===== config.mk =====
export PLATFORM = sky130hd
export DESIGN_NAME = bcis_top
export DESIGN_NICKNAME = d
export VERILOG_FILES = /design/src/bcis_pkg.sv /design/src/bcis_top.sv
export SDC_FILE = /design/constraint.sdc
export NUM_CORES = 1
export LEC_CHECK = 0
export BUFFER_PORTS_ARGS = -buffer_cell sky130_fd_sc_hd__buf_2
export CAP_MARGIN = 20
export CORE_MARGIN = 4
export CORE_UTILIZATION = 28
export CTS_CLUSTER_DIAMETER = 60
export DETAILED_ROUTE_END_ITERATION = 8
export MAX_ROUTING_LAYER = met4
export PLACE_DENSITY = 0.51
export SLEW_MARGIN = 0
export SYNTH_ARGS = -nofsm -noshare
export SYNTH_HDL_FRONTEND = slang
export SYNTH_SLANG_ARGS = --single-unit

===== constraint.sdc =====
create_clock -name clk -period 3.7 [get_ports clk]
set_input_delay 0.185 -clock clk [delete_from_list [all_inputs] [get_ports clk]]
set_output_delay 0.185 -clock clk [all_outputs]
set_load 0.01 [all_outputs]

===== src/bcis_pkg.sv =====
package bcis_pkg;
  localparam int unsigned CLK_HZ = 10000000;
  localparam int unsigned BAUD = 19200;
  localparam int unsigned BIT_CYC = CLK_HZ / BAUD;
  localparam int unsigned HALF_CYC = BIT_CYC / 2;
  localparam logic [7:0] CH_FRAME = 8'h58;
  localparam logic [7:0] CH_COLON = 8'h3A;
  localparam logic [7:0] CH_VER = 8'h56;
  localparam logic [7:0] CH_C = 8'h43;
  localparam logic [7:0] CH_Z = 8'h5A;
  localparam logic [7:0] CH_P = 8'h50;
  localparam logic [7:0] CH_S = 8'h53;
  localparam logic [7:0] CH_UND = 8'h5F;
  localparam logic [7:0] CH_D = 8'h44;
  localparam logic [7:0] CH_0 = 8'h30;
  localparam logic [3:0] ADDR_BCAST = 4'h9;
  localparam logic [1:0] SEL_RST = 2'h0;
  localparam logic [1:0] SEL_I2C = 2'h0;
  localparam logic [1:0] SEL_ONE_WIRE = 2'h1;
  localparam int unsigned VER_LEN = 4;
  localparam logic [31:0] VER_STR = 32'h56322E31;
endpackage


===== src/bcis_top.sv =====
`timescale 1ns/1ns
`default_nettype none
module bcis_top #(
  parameter int unsigned BIT_CYC = bcis_pkg::BIT_CYC
) (
  input wire logic clk,
  input wire logic rst_n,
  input wire logic cmd_rx,
  input wire logic [2:0] address_jumpers,
  input wire logic [23:0] dut_power_req,
  input wire logic [2:0] pullup_req,
  output logic reply_tx_o,
  output logic reply_tx_oe,
  output logic iface_select_low,
  output logic iface_select_high,
  output logic addr_indicator_a,
  output logic addr_indicator_b,
  output logic addr_indicator_c,
  output logic [23:0] dut_power_en,
  output logic [2:0] pullup_en
);
  typedef enum logic [1:0] {RX_IDLE, RX_START, RX_DATA, RX_STOP} bcis_rx_t;
  typedef enum logic [1:0] {TX_IDLE, TX_START, TX_DATA, TX_STOP} bcis_tx_t;
  localparam int unsigned HALF_CYC = BIT_CYC / 2;

  logic rx_s1_q, rx_s2_q;
  logic [2:0] jmp_s1_q, jmp_s2_q;
  logic [2:0] addr_q, addr_d;
  bcis_rx_t rxs_q, rxs_d;
  logic [15:0] rcnt_q, rcnt_d;
  logic [2:0] rbit_q, rbit_d;
  logic [7:0] rsh_q, rsh_d;
  logic rdone;
  logic [7:0] b0_q, b1_q, b2_q, b3_q, b4_q, b5_q, b6_q, b7_q, b8_q;
  logic [7:0] b0_d, b1_d, b2_d, b3_d, b4_d, b5_d, b6_d, b7_d, b8_d;
  logic [1:0] sel_q, sel_d;
  logic ver_go;
  bcis_tx_t txs_q, txs_d;
  logic [15:0] tcnt_q, tcnt_d;
  logic [2:0] tbit_q, tbit_d;
  logic [2:0] tidx_q, tidx_d;
  logic [7:0] tsh_q, tsh_d;
  logic tx_q, tx_d, toe_q, toe_d;
  logic hit;
  logic [1:0] rel_q, rel_d;

  // Two-stage synchronisers for pins
  always_ff @(posedge clk or negedge rst_n) begin
    if (!rst_n) begin
      rx_s1_q <= 1'b1;
      rx_s2_q <= 1'b1;
      jmp_s1_q <= 3'h0;
      jmp_s2_q <= 3'h0;
    end else begin
      rx_s1_q <= cmd_rx;
      rx_s2_q <= rx_s1_q;
      jmp_s1_q <= address_jumpers;
      jmp_s2_q <= jmp_s1_q;
    end
  end

  always_comb begin
    addr_d = ~jmp_s2_q;
    rel_d = (rel_q == 2'h3) ? rel_q : rel_q + 2'h1;
  end

  // Serial receiver
  always_comb begin
    rxs_d = rxs_q;
    rcnt_d = rcnt_q;
    rbit_d = rbit_q;
    rsh_d = rsh_q;
    rdone = 1'b0;
    case (rxs_q)
      RX_IDLE: begin
        rcnt_d = 16'h0;
        if (!rx_s2_q) begin
          rxs_d = RX_START;
        end
      end
      RX_START: begin
        rcnt_d = rcnt_q + 16'h1;
        if (rcnt_q == 16'(HALF_CYC)) begin
          rcnt_d = 16'h0;
          rbit_d = 3'h0;
          rxs_d = rx_s2_q ? RX_IDLE : RX_DATA;
        end
      end
      RX_DATA: begin
        rcnt_d = rcnt_q + 16'h1;
        if (rcnt_q == 16'(BIT_CYC - 1)) begin
          rcnt_d = 16'h0;
          rsh_d = {rx_s2_q, rsh_q[7:1]};
          rbit_d = rbit_q + 3'h1;
          if (rbit_q == 3'h7) begin
            rxs_d = RX_STOP;
          end
        end
      end
      RX_STOP: begin
        rcnt_d = rcnt_q + 16'h1;
        if (rcnt_q == 16'(BIT_CYC - 1)) begin
          rxs_d = RX_IDLE;
          rdone = rx_s2_q;
        end
      end
      default: rxs_d = RX_IDLE;
    endcase
  end

  // Command decode over the last received characters
  always_comb begin
    {b8_d, b7_d, b6_d, b5_d, b4_d, b3_d, b2_d, b1_d, b0_d} =
      {b8_q, b7_q, b6_q, b5_q, b4_q, b3_q, b2_q, b1_q, b0_q};
    sel_d = sel_q;
    ver_go = 1'b0;
    hit = 1'b0;
    if (rdone) begin
      {b8_d, b7_d, b6_d, b5_d, b4_d, b3_d, b2_d, b1_d, b0_d} =
        {b7_q, b6_q, b5_q, b4_q, b3_q, b2_q, b1_q, b0_q, rsh_q};
      if (rsh_q == bcis_pkg::CH_FRAME && b0_q == bcis_pkg::CH_COLON) begin
        if (b3_q == bcis_pkg::CH_FRAME && b1_q == bcis_pkg::CH_VER &&
            b2_q == {4'h3, 1'b0, addr_q}) begin
          ver_go = 1'b1;
        end
        hit = b4_q == {4'h3, bcis_pkg::ADDR_BCAST} || b4_q == {4'h3, 1'b0, addr_q};
        if (b5_q == bcis_pkg::CH_FRAME && hit && b3_q == bcis_pkg::CH_C &&
            b2_q == bcis_pkg::CH_Z && b1_q[7:1] == 7'h18) begin
          sel_d = b1_q[0] ? bcis_pkg::SEL_ONE_WIRE : bcis_pkg::SEL_I2C;
        end
        if (b8_q == bcis_pkg::CH_FRAME && b7_q[7:4] == 4'h3 && b1_q[7:1] == 7'h18 &&
            (b7_q[3:0] == bcis_pkg::ADDR_BCAST || b7_q[3:0] == {1'b0, addr_q}) &&
            b6_q == bcis_pkg::CH_P && b5_q == bcis_pkg::CH_S &&
            b4_q == bcis_pkg::CH_UND && b3_q == bcis_pkg::CH_D) begin
          if (b2_q == 8'h32) begin
            sel_d[0] = b1_q[0];
          end
          if (b2_q == 8'h33) begin
            sel_d[1] = b1_q[0];
          end
        end
      end
    end
  end

  always_ff @(posedge clk or negedge rst_n) begin
    if (!rst_n) begin
      rxs_q <= RX_IDLE;
      rcnt_q <= 16'h0;
      rbit_q <= 3'h0;
      rsh_q <= 8'h0;
      {b8_q, b7_q, b6_q, b5_q, b4_q, b3_q, b2_q, b1_q, b0_q} <= 72'h0;
      sel_q <= bcis_pkg::SEL_RST;
      addr_q <= 3'h0;
      rel_q <= 2'h0;
    end else begin
      rxs_q <= rxs_d;
      rcnt_q <= rcnt_d;
      rbit_q <= rbit_d;
      rsh_q <= rsh_d;
      {b8_q, b7_q, b6_q, b5_q, b4_q, b3_q, b2_q, b1_q, b0_q} <=
        {b8_d, b7_d, b6_d, b5_d, b4_d, b3_d, b2_d, b1_d, b0_d};
      sel_q <= sel_d;
      addr_q <= addr_d;
      rel_q <= rel_d;
    end
  end

  // Reply transmitter for the version string
  always_comb begin
    txs_d = txs_q;
    tcnt_d = tcnt_q + 16'h1;
    tbit_d = tbit_q;
    tidx_d = tidx_q;
    tsh_d = tsh_q;
    tx_d = tx_q;
    toe_d = toe_q;
    case (txs_q)
      TX_IDLE: begin
        tx_d = 1'b1;
        toe_d = 1'b0;
        tcnt_d = 16'h0;
        if (ver_go) begin
          tidx_d = 3'h0;
          tsh_d = bcis_pkg::VER_STR[31:24];
          toe_d = 1'b1;
          tx_d = 1'b0;
          txs_d = TX_START;
        end
      end
      TX_START: begin
        if (tcnt_q == 16'(BIT_CYC - 1)) begin
          tcnt_d = 16'h0;
          tbit_d = 3'h0;
          tx_d = tsh_q[0];
          txs_d = TX_DATA;
        end
      end
      TX_DATA: begin
        if (tcnt_q == 16'(BIT_CYC - 1)) begin
          tcnt_d = 16'h0;
          tbit_d = tbit_q + 3'h1;
          tsh_d = {1'b0, tsh_q[7:1]};
          tx_d = tsh_q[1];
          if (tbit_q == 3'h7) begin
            tx_d = 1'b1;
            txs_d = TX_STOP;
          end
        end
      end
      TX_STOP: begin
        if (tcnt_q == 16'(BIT_CYC - 1)) begin
          tcnt_d = 16'h0;
          tidx_d = tidx_q + 3'h1;
          if (tidx_q == 3'(bcis_pkg::VER_LEN - 1)) begin
            txs_d = TX_IDLE;
            toe_d = 1'b0;
          end else begin
            tsh_d = bcis_pkg::VER_STR[8 * (2 - tidx_q) +: 8];
            tx_d = 1'b0;
            txs_d = TX_START;
          end
        end
      end
      default: txs_d = TX_IDLE;
    endcase
  end

  always_ff @(posedge clk or negedge rst_n) begin
    if (!rst_n) begin
      txs_q <= TX_IDLE;
      tcnt_q <= 16'h0;
      tbit_q <= 3'h0;
      tidx_q <= 3'h0;
      tsh_q <= 8'h0;
      tx_q <= 1'b1;
      toe_q <= 1'b0;
    end else begin
      txs_q <= txs_d;
      tcnt_q <= tcnt_d;
      tbit_q <= tbit_d;
      tidx_q <= tidx_d;
      tsh_q <= tsh_d;
      tx_q <= tx_d;
      toe_q <= toe_d;
    end
  end

  assign reply_tx_o = tx_q;
  assign reply_tx_oe = toe_q;
  assign iface_select_low = sel_q[0];
  assign iface_select_high = sel_q[1];
  assign {addr_indicator_c, addr_indicator_b, addr_indicator_a} = addr_q;
  assign dut_power_en = dut_power_req;
  assign pullup_en = pullup_req;

  chk_idle_released: assert property (@(posedge clk) disable iff (!rst_n)
    txs_q == TX_IDLE |-> !reply_tx_oe) else $error("reply driven while idle");
  chk_ver_starts: assert property (@(posedge clk) disable iff (!rst_n)
    ver_go && txs_q == TX_IDLE |=> reply_tx_oe && !reply_tx_o) else $error("no start bit");
  chk_addr_show: assert property (@(posedge clk) disable iff (!rst_n)
    rel_q == 2'h3 |-> addr_q == ~$past(address_jumpers, 3))
    else $error("address wrong");
  chk_sel_hold: assert property (@(posedge clk) disable iff (!rst_n)
    !rdone |=> $stable(sel_q)) else $error("select moved without command");
  chk_led_match: assert property (@(posedge clk) disable iff (!rst_n)
    rel_q == 2'h3 |->
    {addr_indicator_c, addr_indicator_b, addr_indicator_a} == ~$past(address_jumpers, 3))
    else $error("led");
  chk_pwr_pass: assert property (@(posedge clk) disable iff (!rst_n)
    dut_power_en == dut_power_req) else $error("power mux");
  chk_pull_pass: assert property (@(posedge clk) disable iff (!rst_n)
    pullup_en == pullup_req) else $error("pull-up");
  chk_enable_one_wire: assert property (@(posedge clk) disable iff (!rst_n)
    rdone && rsh_q == bcis_pkg::CH_FRAME && b0_q == bcis_pkg::CH_COLON &&
    b1_q == 8'h31 && b2_q == bcis_pkg::CH_Z && b3_q == bcis_pkg::CH_C &&
    b4_q == 8'h39 && b5_q == bcis_pkg::CH_FRAME |=> sel_q == bcis_pkg::SEL_ONE_WIRE)
    else $error("enable failed");
endmodule
`default_nettype wire


## Word level (Yosys, flattened, before mapping)

Cells that the tools add are included.

- Shift-type cells: 1
- $add $sub $neg: 6
- Eq/ne operators: 45
- Bitwise gates (word level): 1
- Muxes and demuxes: 54
- Reductions and logical operators: 33

Operators by type and width:

| cell | count |
|---|---|
| $eq A8 B7 Y1 const B | 11 |
| $pmux W16 S4 | 1 |
| $mux W16 | 3 |
| $shiftx A32 B33 Y8 const A | 1 |
| $add A16 B1 Y16 const B | 2 |
| $eq A16 B10 Y1 const B | 2 |
| $eq A8 B6 Y1 const B | 4 |
| $mux W8 | 4 |
| $pmux W16 S2 | 1 |
| $mux W2 | 13 |
| $ne A2 B2 Y1 const B | 12 |
| $pmux W8 S3 | 1 |
| $mux W1 | 18 |
| $mux W3 | 6 |
| $pmux W3 S2 | 3 |
| $eq A16 B9 Y1 const B | 1 |
| $eq A8 B6 Y1 | 2 |
| $pmux W2 S4 | 2 |
| $reduce_and A5 Y1 | 3 |
| $logic_and A1 B1 Y1 | 14 |
| $reduce_and A3 Y1 | 4 |
| $add A3 B1 Y3 const B | 3 |
| $eq A2 B2 Y1 const B | 4 |
| $eq A7 B5 Y1 const B | 1 |
| other kinds (17) | 24 |

- Output and inout port bits: 34
- Register bits: 148

## Longest topological paths before layout

Gate-level depths: netlist of the first run.

- Depth in word-level cells: 9
- Depth in mapped cells: 8
- Gate-level depth less buffers: 7

## Worst setup path after synthesis of the first run

No wires, ideal clock.

- Path kind: flip-flop to flip-flop
- From: register rcnt_q[6]
- To: register tsh_q[0]
- Period minus slack after synthesis: 2.475 ns
- Library setup time: 0.125 ns
- Path buffers: 1
- Setup slack: 1.225 ns
- Required time: 3.575 ns
- Stages on the path, launching flop included: 8
- Data arrival time: 2.351 ns
- Cells stage by stage: dfrtp_1 or4_1 nor4_4 nand3_2 o21ai_4 o311a_1 buf_6 mux2_2

- Cells in the longest elaborated chain, start to end: 6

RTL lines:

| item | line | RTL |
|---|---|---|
| from (decl) | bcis_top.sv:30 | `logic [15:0] rcnt_q, rcnt_d;` |
| from (signal assigned) | bcis_top.sv:158 | `rcnt_q <= rcnt_d;` |
| $eq A16 B10 Y1 | bcis_top.sv:102 | `if (rcnt_q == 16'(BIT_CYC - 1)) begin` |
| $mux W1 | bcis_top.sv:102 |  |
| $mux W1 | bcis_top.sv:74 | `case (rxs_q)` |
| $mux W1 | bcis_top.sv:118 | `if (rdone) begin` |
| $ne A2 B2 Y1 (no line) | - |  |
| $reduce_and A5 Y1 (no line) | - |  |
| to (signal assigned) | bcis_top.sv:243 | `tsh_q <= tsh_d;` |
| to (decl) | bcis_top.sv:42 | `logic [7:0] tsh_q, tsh_d;` |

No other way between the ends.
A chain may end at the register's enable or synchronous reset.

## Worst setup path in the final report of the first run

- From: register rcnt_q[3]
- To: register tsh_q[1]

Same word-level chain as after synthesis.

==> results.py, run 1 <==
metrics = {
    "logic_synthesis": {
        "ys_types": 61,
        "synth_area_per_cell_sq_um": 9.51,
        "ys_warn_count": 0,
        "synthArstFlopShare_pct": 100,
        "synth_top_cell_by_area": "dfrtp_1",
        "synth_top_cells_by_area": "dfrtp_1, nand2_1, buf_4, mux2_2, nor2_1",
        "synthCells": 732,
        "ys_ff_latch": 147,
        "synth-edff-count": 0,
        "yosysSeqAreaShare_pct": 52.9,
        "synth_top_area_share_pct": 51.8,
        "ys.flop_type": "dfrtp_1",
        "syn_nets": 779,
        "syn_area_sq_um": 6960,
    },
    "routing": {
        "first_pass_iters": 4,
        "routed_via_density": 4.52,
        "wl_per_cell_microns": 13.1,
        "ant_nets": 0,
        "drt_iter0_drc": 417,
        "vias": 4774,
        "drc": 0,
        "routed_wl_mm": 13.8,
    },
    "clocking": {
        "root_buffer": "clkbuf_16",
        "cts.htree.levels": 4,
        "post_cts.repair.setup_buffers": 0,
        "worstSkewPairLatency_ns": 0.42,
        "cts_tree": "done",
        "cts_max_path_buffers": 2,
        "cts_buffers": 17,
        "clkSinkCount": 147,
        "clkTransAtPathRegs_ns": 0.06,
    },
    "grt": {
        "grt_pass1_wl_mm": 24.1,
        "overflow": 0,
        "grt_pass1_vias": 4696,
        "grt_max_degree": 98,
        "gr-usage-all-layers_pct": 10.7,
        "antenna_found_initial": 0,
    },
    "timing": {
        "setup_ws_ns": 0.863,
        "finalCritPeriodShare_pct": 76.7,
        "timing.fmax_mhz": 353,
        "finalClockSkew_ns": 0.00901,
        "rsz0062_at_grt": "no",
        "drv_slew": 0,
        "setup_tns_ns": 0,
        "fin_crit_ns": 2.84,
        "hold_violations": 0,
        "setup_viol": 0,
        "tightest_slew_ns": 0.914,
        "relSlewSlack_pct": 39.1,
    },
    "final_layout": {
        "layout-drive-gt1-share_pct": 10.9,
        "fillers": 2555,
        "multiInputGateArea_sq_um": 2900,
        "ff_latch_area_sq_um": 3680,
        "syn_to_final_growth_pct": 12.4,
        "nets": 767,
        "num_antenna_cells": 0,
    },
    "floorplanning": {
        "die_x_microns": 166,
        "die_area_sq_um": 27400,
        "rows": 57,
        "die_y_microns": 166,
        "core_sq_um": 24400,
        "ioPinCount": 67,
        "start_util_pct": 28.5,
    },
    "worst_setup_path": {
        "start_kind": "flip-flop",
        "cp_max_fo": 7,
        "path_cells": "or4b_4 > nor4_4 > nand3_2 > o21ai_4 > o311a_1 > mux2_2",
        "setup.worst_path.end_class": "flip-flop",
        "cpPeakStageDelay_ns": 0.58,
        "slowest_stage": "or4b_4",
        "critical_path_required_ns": 4.00,
        "critPathArrivalTime_ns": 3.14,
        "path_class": "flip-flop to flip-flop",
    },
    "power": {
        "ir_worst_vdd_mv": 0.333,
        "power_density_nw_per_um2": 431,
        "cellLeakagePower_nw": 3.81,
    },
    "place": {
        "place_worst_setup_slack_ns": 0.849,
        "numPortBuffers": 12,
        "place_congestion": 0.771,
        "dp_hpwl_mm": 9.01,
    },
    "min_path": {
        "worstHoldPathType": "flip-flop to flip-flop",
    },
    "run_status": {
        "status": "completed",
    },
    "job": {
        "maxCapViolations": 0,
    },
}
[stage by stage]
step | std cells | total power, mW | hold slack, ns | area [sq um] | util (%)
finish | 1056 | 3.37 | 0.347 | 7820 | 32.1
global route | 1056 | 3.51 | 0.361 | 7820 | 32.1
CTS | 1056 | 3.43 | 0.350 | 7820 | 32.1
detailed placement | 1020 | 1.70 | 0.293 | 7190 | 29.5
global placement | 1020 | 1.70 | 0.291 | 7190 | 29.5
floorplan | 732 | 1.68 | -0.111 | 6960 | -
[layer usage]
layer	global-route usage, %	vias to the layer above	part of all wire (%)
li1	-	2391	-
met1	15.4	2327	53
met2	15.0	45	43
met3	2.57	11	3.1
met4	3.12	0	0.98
met5	-	-	0
[cell type report]
type                            count  share of cell area [%]
Clock inverter                     12                    1.65
Clock buffer                       19                    5.79
Tap cell                          324                    5.18
Timing Repair Buffer               22                    2.29
Multi-Input combinational cell    512                    37.0
Inverter                           20                   0.960
Sequential cell                   147                    47.1
[cell usage after synthesis, types with 14 or more instances]
library cell and instances:
inv_1 20, ha_1 14, o21ai_0 14, dfrtp_1 144
nand3_1 16, clkbuf_1 21, buf_4 27, mux2_2 18
nand2_1 237, xnor2_1 14, xor2_1 21, nor2_1 54
[state kept, by name, indices dropped and copies added, names as in the netlist, 7 cells and up]
name	cells
tcnt_q	16
b8_q	8
rsh_q	8
b3_q	8
b1_q	8
b7_q	8
b4_q	8
b5_q	8
rcnt_q	16
b2_q	8
b0_q	8
b6_q	8
tsh_q	7
[worst paths after layout]
check	start	endpoint	slack [ns]	cells after the start
max	rcnt_q[3]$_DFF_PN0_	tsh_q[1]$_DFFE_PN0P_	0.86	6
min	jmp_s1_q[1]$_DFF_PN0_	jmp_s2_q[1]$_DFF_PN0_	0.35	0
max reg2reg	rcnt_q[3]$_DFF_PN0_	tsh_q[1]$_DFFE_PN0P_	0.86	6
min reg2reg	jmp_s1_q[1]$_DFF_PN0_	jmp_s2_q[1]$_DFF_PN0_	0.35	0
max in group asynchronous	rst_n	reply_tx_o$_DFFE_PN1P_	2.44	3
min in group asynchronous	rst_n	tcnt_q[7]$_DFF_PN0_	0.44	2
[kinds of logic (layout without fill, tap and decap cells)]
family,Yosys count,in the layout,synth area share (%)
xor gates and xnor gates,35,35,4.40
buffers and inverters,73,73,5.54
adders and majority gates,14,14,2.52
and+or+nand+nor,389,389,25.8
DFF,147,147,52.9
muxes,22,22,3.49
AOI/OAI and AO/OA,52,52,5.32
[worst max-delay path, delay by kind of cell (launching register included)]
family | cells | cell delay, ns
AND/OR/NAND/NOR | 3 | 1.25
AO/OA/AOI/OAI | 2 | 0.68
flip-flops | 1 | 0.41
multiplexers | 1 | 0.38
[cell usage in the layout, fill, tap and decap left out, drive strengths merged, types with 9 or more instances in the layout]
cell type,n
and3,9
buf,17
clkbuf,19
dfrtp,144
ha,14
inv,23
mux2,18
nand2,237
nand3,17
nand4,11
nor2,55
nor4bb,11
o21ai,16
xnor2,14
xor2,21
[repair_timing]
item                                   CTS  global route
endpoints found under the hold margin   98             0
hold buffers                             5             0
resized for setup                        0             0
[where the power goes]
| group | leakage (nW) | total [mW] | internal [mW] | switching, mW |
|---|---|---|---|---|
| clock network | 0.294 | 1.70 | 1.03 | 0.678 |
| registers | 2.01 | 1.62 | 1.61 | 0.00494 |
| logic | 1.51 | 0.0495 | 0.0128 | 0.0366 |
| total | 3.81 | 3.37 | 2.65 | 0.719 |
(Power assumes the default switching activity.)
==> inputs of run 2 (changes only) <==
- clock period: 3.7 -> 2.86 ns (I/O delays scaled with it)
==> run 2 against run 1 <==
Net effect: fmax grew 10%; power grew 33%; critical endpoint is now tsh_q[2]$_DFFE_PN0P_; clock skew increased by 0.0018 ns; critical path depth is the same; highest routed layer unchanged; worst hold slack worse by 0.061 ns; flip-flop and latch count unchanged; critical path type unchanged; combinational power up 39%; core utilization grew 0.45 points; clock power up 36%; count of clock-buffer cells in the layout is 1 lower; non-clock buffer count is 7 higher; first-iteration DRC count rose by 3.6%.
==> results.py, run 2 (synthesis gave the netlist of run 1 again) <==
metrics = {
    "run_status": {
        "status": "completed",
    },
    "routing": {
        "first_pass_iters": 4,
        "routed_wl_mm": 14.0,
        "vias": 4856,
        "drt_iter0_drc": 432,
        "wl_per_cell_microns": 13.2,
        "ant_nets": 0,
        "routed_via_density": 4.56,
        "drc": 0,
    },
    "timing": {
        "drv_slew": 0,
        "finalClockSkew_ns": 0.0108,
        "finalCritPeriodShare_pct": 90.2,
        "timing.fmax_mhz": 388,
        "setup_tns_ns": 0,
        "setup_viol": 0,
        "hold_violations": 0,
        "fin_crit_ns": 2.58,
        "relSlewSlack_pct": 59.1,
        "tightest_slew_ns": 0.613,
        "holdWs_ns": 0.286,
        "rsz0062_at_grt": "no",
        "setup_ws_ns": 0.281,
    },
    "place": {
        "dp_hpwl_mm": 9.37,
        "place_congestion": 0.796,
        "place_worst_setup_slack_ns": 0.133,
        "placed_area_sq_um": 7250,
        "numPortBuffers": 12,
    },
    "grt": {
        "grt_max_degree": 73,
        "overflow": 0,
        "antenna_found_initial": 0,
        "grt_pass1_vias": 4807,
        "gr-usage-all-layers_pct": 11.0,
        "grt_pass1_wl_mm": 24.8,
    },
    "floorplanning": {
        "die_y_microns": 166,
        "ioPinCount": 67,
        "rows": 57,
        "start_util_pct": 28.5,
        "die_area_sq_um": 27400,
        "die_x_microns": 166,
        "core_sq_um": 24400,
    },
    "worst_setup_path": {
        "setup.worst_path.end_class": "flip-flop",
        "start_kind": "flip-flop",
        "critPathArrivalTime_ns": 2.88,
        "path_class": "flip-flop to flip-flop",
        "cp_max_fo": 7,
        "critical_path_required_ns": 3.16,
    },
    "final_layout": {
        "syn_to_final_growth_pct": 13.9,
        "utilization_pct": 32.5,
        "top_regs": "rcnt_q x16, tcnt_q x16",
        "mostFrequentLayoutCells": "nand2_1, dfrtp_1, nor2_1, xor2_1, inv_1",
        "final_common_cell": "nand2_1",
        "fillers": 2543,
        "nets": 774,
        "layout-drive-gt1-share_pct": 12.0,
        "design_area_sq_um": 7930,
        "num_antenna_cells": 0,
    },
    "clocking": {
        "cts_tree": "done",
        "cts_max_path_buffers": 2,
        "root_buffer": "clkbuf_16",
        "cts.htree.levels": 4,
        "clkSinkCount": 147,
        "cts_buffers": 17,
        "worstSkewPairLatency_ns": 0.42,
        "clkTransAtPathRegs_ns": 0.06,
    },
    "power": {
        "cellLeakagePower_nw": 3.86,
        "ir_worst_vdd_mv": 0.434,
        "power_density_nw_per_um2": 566,
    },
    "min_path": {
        "worstHoldPathType": "primary input to primary output",
    },
    "job": {
        "maxCapViolations": 0,
    },
}
run 2: path summary, 6_finish.rpt:
kind,from,to,slack (ns),depth (start not counted)
worst max register to register,rcnt_q[6]$_DFF_PN0_,tsh_q[2]$_DFFE_PN0P_,0.28,6
worst min-delay path,dut_power_req[22],dut_power_en[22],0.29,0
min in group asynchronous,rst_n,tcnt_q[1]$_DFF_PN0_,0.31,2
worst max-delay path,rcnt_q[6]$_DFF_PN0_,tsh_q[2]$_DFFE_PN0P_,0.28,6
worst min register to register,jmp_s1_q[2]$_DFF_PN0_,jmp_s2_q[2]$_DFF_PN0_,0.35,0
max in group asynchronous,rst_n,b2_q[3]$_DFFE_PN0P_,1.71,3
run 2: per-layer routing:
layer  global-route usage, %  part of all wire (%)  up-vias
li1                        -                     -     2408
met1                    15.6                    51     2372
met2                    15.7                    44       56
met3                    2.05                   3.0       20
met4                    3.73                   1.8        0
met5                       -                     0        -
run 2: layout make-up:
type,count,area [sq um],area share (%)
Multi-Input combinational cell,512,2910,36.7
Timing Repair Buffer,29,244,3.08
Sequential cell,147,3680,46.4
Tap cell,324,405,5.11
Clock buffer,18,439,5.54
Inverter,20,75.1,0.947
Clock inverter,14,176,2.23
run 2: what timing repair did:
item	4_1_cts	5_1_grt
gates resized for setup	0	1
hold buffers	5	0
buffers inserted	0	0
endpoints found under the hold margin	66	0
endpoints found under the setup margin	0	2
run 2: power breakdown:
part | internal [mW] | switching [mW]
sequential | 2.09 | 0.00451
clock | 1.41 | 0.914
combinational | 0.0194 | 0.0496
total | 3.52 | 0.968
run 2: worst max-delay path, stage by stage, from the launching register on:
cell and delay [ns]:
dfrtp_1 0.40, or4_1 0.61, nor4_4 0.33, nand3_2 0.20
o21ai_4 0.28, o311a_4 0.29, mux2_2 0.34
run 2: stage by stage:
stage,std cells,power (mW)
finish,1064,4.49
global placement,1027,2.20
CTS,1064,4.55
global route,1064,4.65
floorplan,732,2.18
detailed placement,1027,2.20
==> inputs of run 3 (changes only) <==
- MAX_ROUTING_LAYER: met4 -> not set
==> run 3 against run 2 <==
Net effect: flip-flop and latch count unchanged; critical path depth unchanged; sequential share of layout area unchanged; worst hold slack unchanged; first-iteration DRC count decreased by 11%; worst setup slack improved by 0.0030 ns; wire length increased by 0.13%; clock power about the same; sequential power about the same; clock skew increased by 0.0019 ns; count of clock-buffer cells in the layout unchanged; critical endpoint unchanged; largest cell class unchanged.
==> results.py, run 3 (synthesis gave the netlist of run 1 again) <==
metrics = {
    "floorplanning": {
        "die_y_microns": 166,
        "ioPinCount": 67,
        "rows": 57,
        "die_area_sq_um": 27400,
        "start_util_pct": 28.5,
        "die_x_microns": 166,
        "core_sq_um": 24400,
    },
    "clocking": {
        "cts_tree": "done",
        "clkTransAtPathRegs_ns": 0.06,
        "cts_buffers": 17,
        "worstSkewPairLatency_ns": 0.42,
        "clkSinkCount": 147,
        "cts_max_path_buffers": 2,
        "post_cts.repair.setup_buffers": 0,
        "cts.htree.levels": 4,
        "root_buffer": "clkbuf_16",
    },
    "power": {
        "cellLeakagePower_nw": 3.86,
        "ir_worst_vdd_mv": 0.433,
        "power_density_nw_per_um2": 566,
        "total_power_mw": 4.49,
    },
    "routing": {
        "drc": 0,
        "routed_wl_mm": 14.0,
        "routed_via_density": 4.55,
        "wl_per_cell_microns": 13.2,
        "first_pass_iters": 5,
        "ant_nets": 0,
        "drt_iter0_drc": 385,
        "vias": 4837,
    },
    "min_path": {
        "worstHoldPathType": "primary input to primary output",
    },
    "final_layout": {
        "mostFrequentLayoutCells": "nand2_1, dfrtp_1, nor2_1, xor2_1, inv_1",
        "fillers": 2543,
        "final_cells": 1064,
        "nets": 774,
        "layout-drive-gt1-share_pct": 12.0,
        "syn_to_final_growth_pct": 13.9,
        "final_common_cell": "nand2_1",
        "num_antenna_cells": 0,
        "top_regs": "rcnt_q x16, tcnt_q x16",
        "design_area_sq_um": 7930,
        "ff_latch_area_sq_um": 3680,
        "multiInputGateArea_sq_um": 2910,
    },
    "grt": {
        "gr-usage-all-layers_pct": 10.7,
        "grt_pass1_vias": 4803,
        "grt_max_degree": 73,
        "antenna_found_initial": 0,
        "grt_pass1_wl_mm": 24.8,
        "overflow": 0,
    },
    "worst_setup_path": {
        "start_kind": "flip-flop",
        "path_cells": "or4_1 > nor4_4 > nand3_2 > o21ai_4 > o311a_4 > mux2_2",
        "crit_buf_inv": 0,
        "path_delay_family": "simple AND/OR/NAND/NOR gates",
        "slowest_stage": "or4_1",
        "setup.worst_path.end_class": "flip-flop",
        "cp_max_fo": 7,
        "path_class": "flip-flop to flip-flop",
        "cpPeakStageDelay_ns": 0.61,
        "critical_path_required_ns": 3.16,
        "critPathArrivalTime_ns": 2.87,
    },
    "place": {
        "place_congestion": 0.785,
        "dp_hpwl_mm": 9.37,
        "placed_area_sq_um": 7250,
        "numPortBuffers": 12,
        "placed_cells": 1027,
    },
    "timing": {
        "finalClockSkew_ns": 0.0126,
        "setup_tns_ns": 0,
        "tightest_slew_ns": 0.624,
        "relSlewSlack_pct": 58.4,
        "timing.fmax_mhz": 388,
        "finalCritPeriodShare_pct": 90.1,
        "drv_slew": 0,
        "setup_viol": 0,
        "fin_crit_ns": 2.58,
        "rsz0062_at_grt": "no",
        "hold_violations": 0,
    },
    "run_status": {
        "status": "completed",
    },
    "job": {
        "maxCapViolations": 0,
    },
}
[run 3: final timing paths]
check / to / start / cells past startpoint / slack, ns
min: dut_power_en[22] / dut_power_req[22] / 0 / 0.29
min reg2reg: jmp_s2_q[1]$_DFF_PN0_ / jmp_s1_q[1]$_DFF_PN0_ / 0 / 0.35
max in group asynchronous: b2_q[3]$_DFFE_PN0P_ / rst_n / 3 / 1.70
min in group asynchronous: tcnt_q[5]$_DFF_PN0_ / rst_n / 2 / 0.31
max reg2reg: tsh_q[2]$_DFFE_PN0P_ / rcnt_q[6]$_DFF_PN0_ / 6 / 0.28
max: tsh_q[2]$_DFFE_PN0P_ / rcnt_q[6]$_DFF_PN0_ / 6 / 0.28
[run 3: routing by layer]
layer	vias to the layer above	global-route usage, %	wire (microns)
met5	-	0	0
li1	2408	-	-
met2	57	15.6	6140
met3	18	2.14	396
met4	0	3.73	234
met1	2354	15.7	7270
[run 3: repair_timing]
action                                 in CTS  in global routing
endpoints found under the hold margin      66                  0
setup endpoints to repair                   0                  2
hold buffers                                5                  0
gates resized for setup                     0                  1
[run 3: cell type report]
type	instances	area share (%)
clock buffer	18	5.54
clock inverter	14	2.23
inverter	20	0.947
multi-input combinational	512	36.7
sequential	147	46.4
tap	324	5.11
timing repair buffer	29	3.08
[run 3: per-stage QoR]
stage                     util [%]  worst slack (ns)  hold slack, ns
after floorplan                  -             0.385          -0.153
after global placement        29.7             0.127           0.188
after detailed placement      29.7             0.133           0.186
after CTS                     32.5             0.104           0.286
after global routing          32.5             0.147           0.286
final                         32.5             0.284           0.286
[run 3: report_power, final]
| part | leakage [nW] | internal (mW) | switching [mW] |
|---|---|---|---|
| Combinational | 1.55 | 0.0194 | 0.0499 |
| Clock | 0.297 | 1.41 | 0.914 |
| Sequential | 2.01 | 2.09 | 0.00455 |
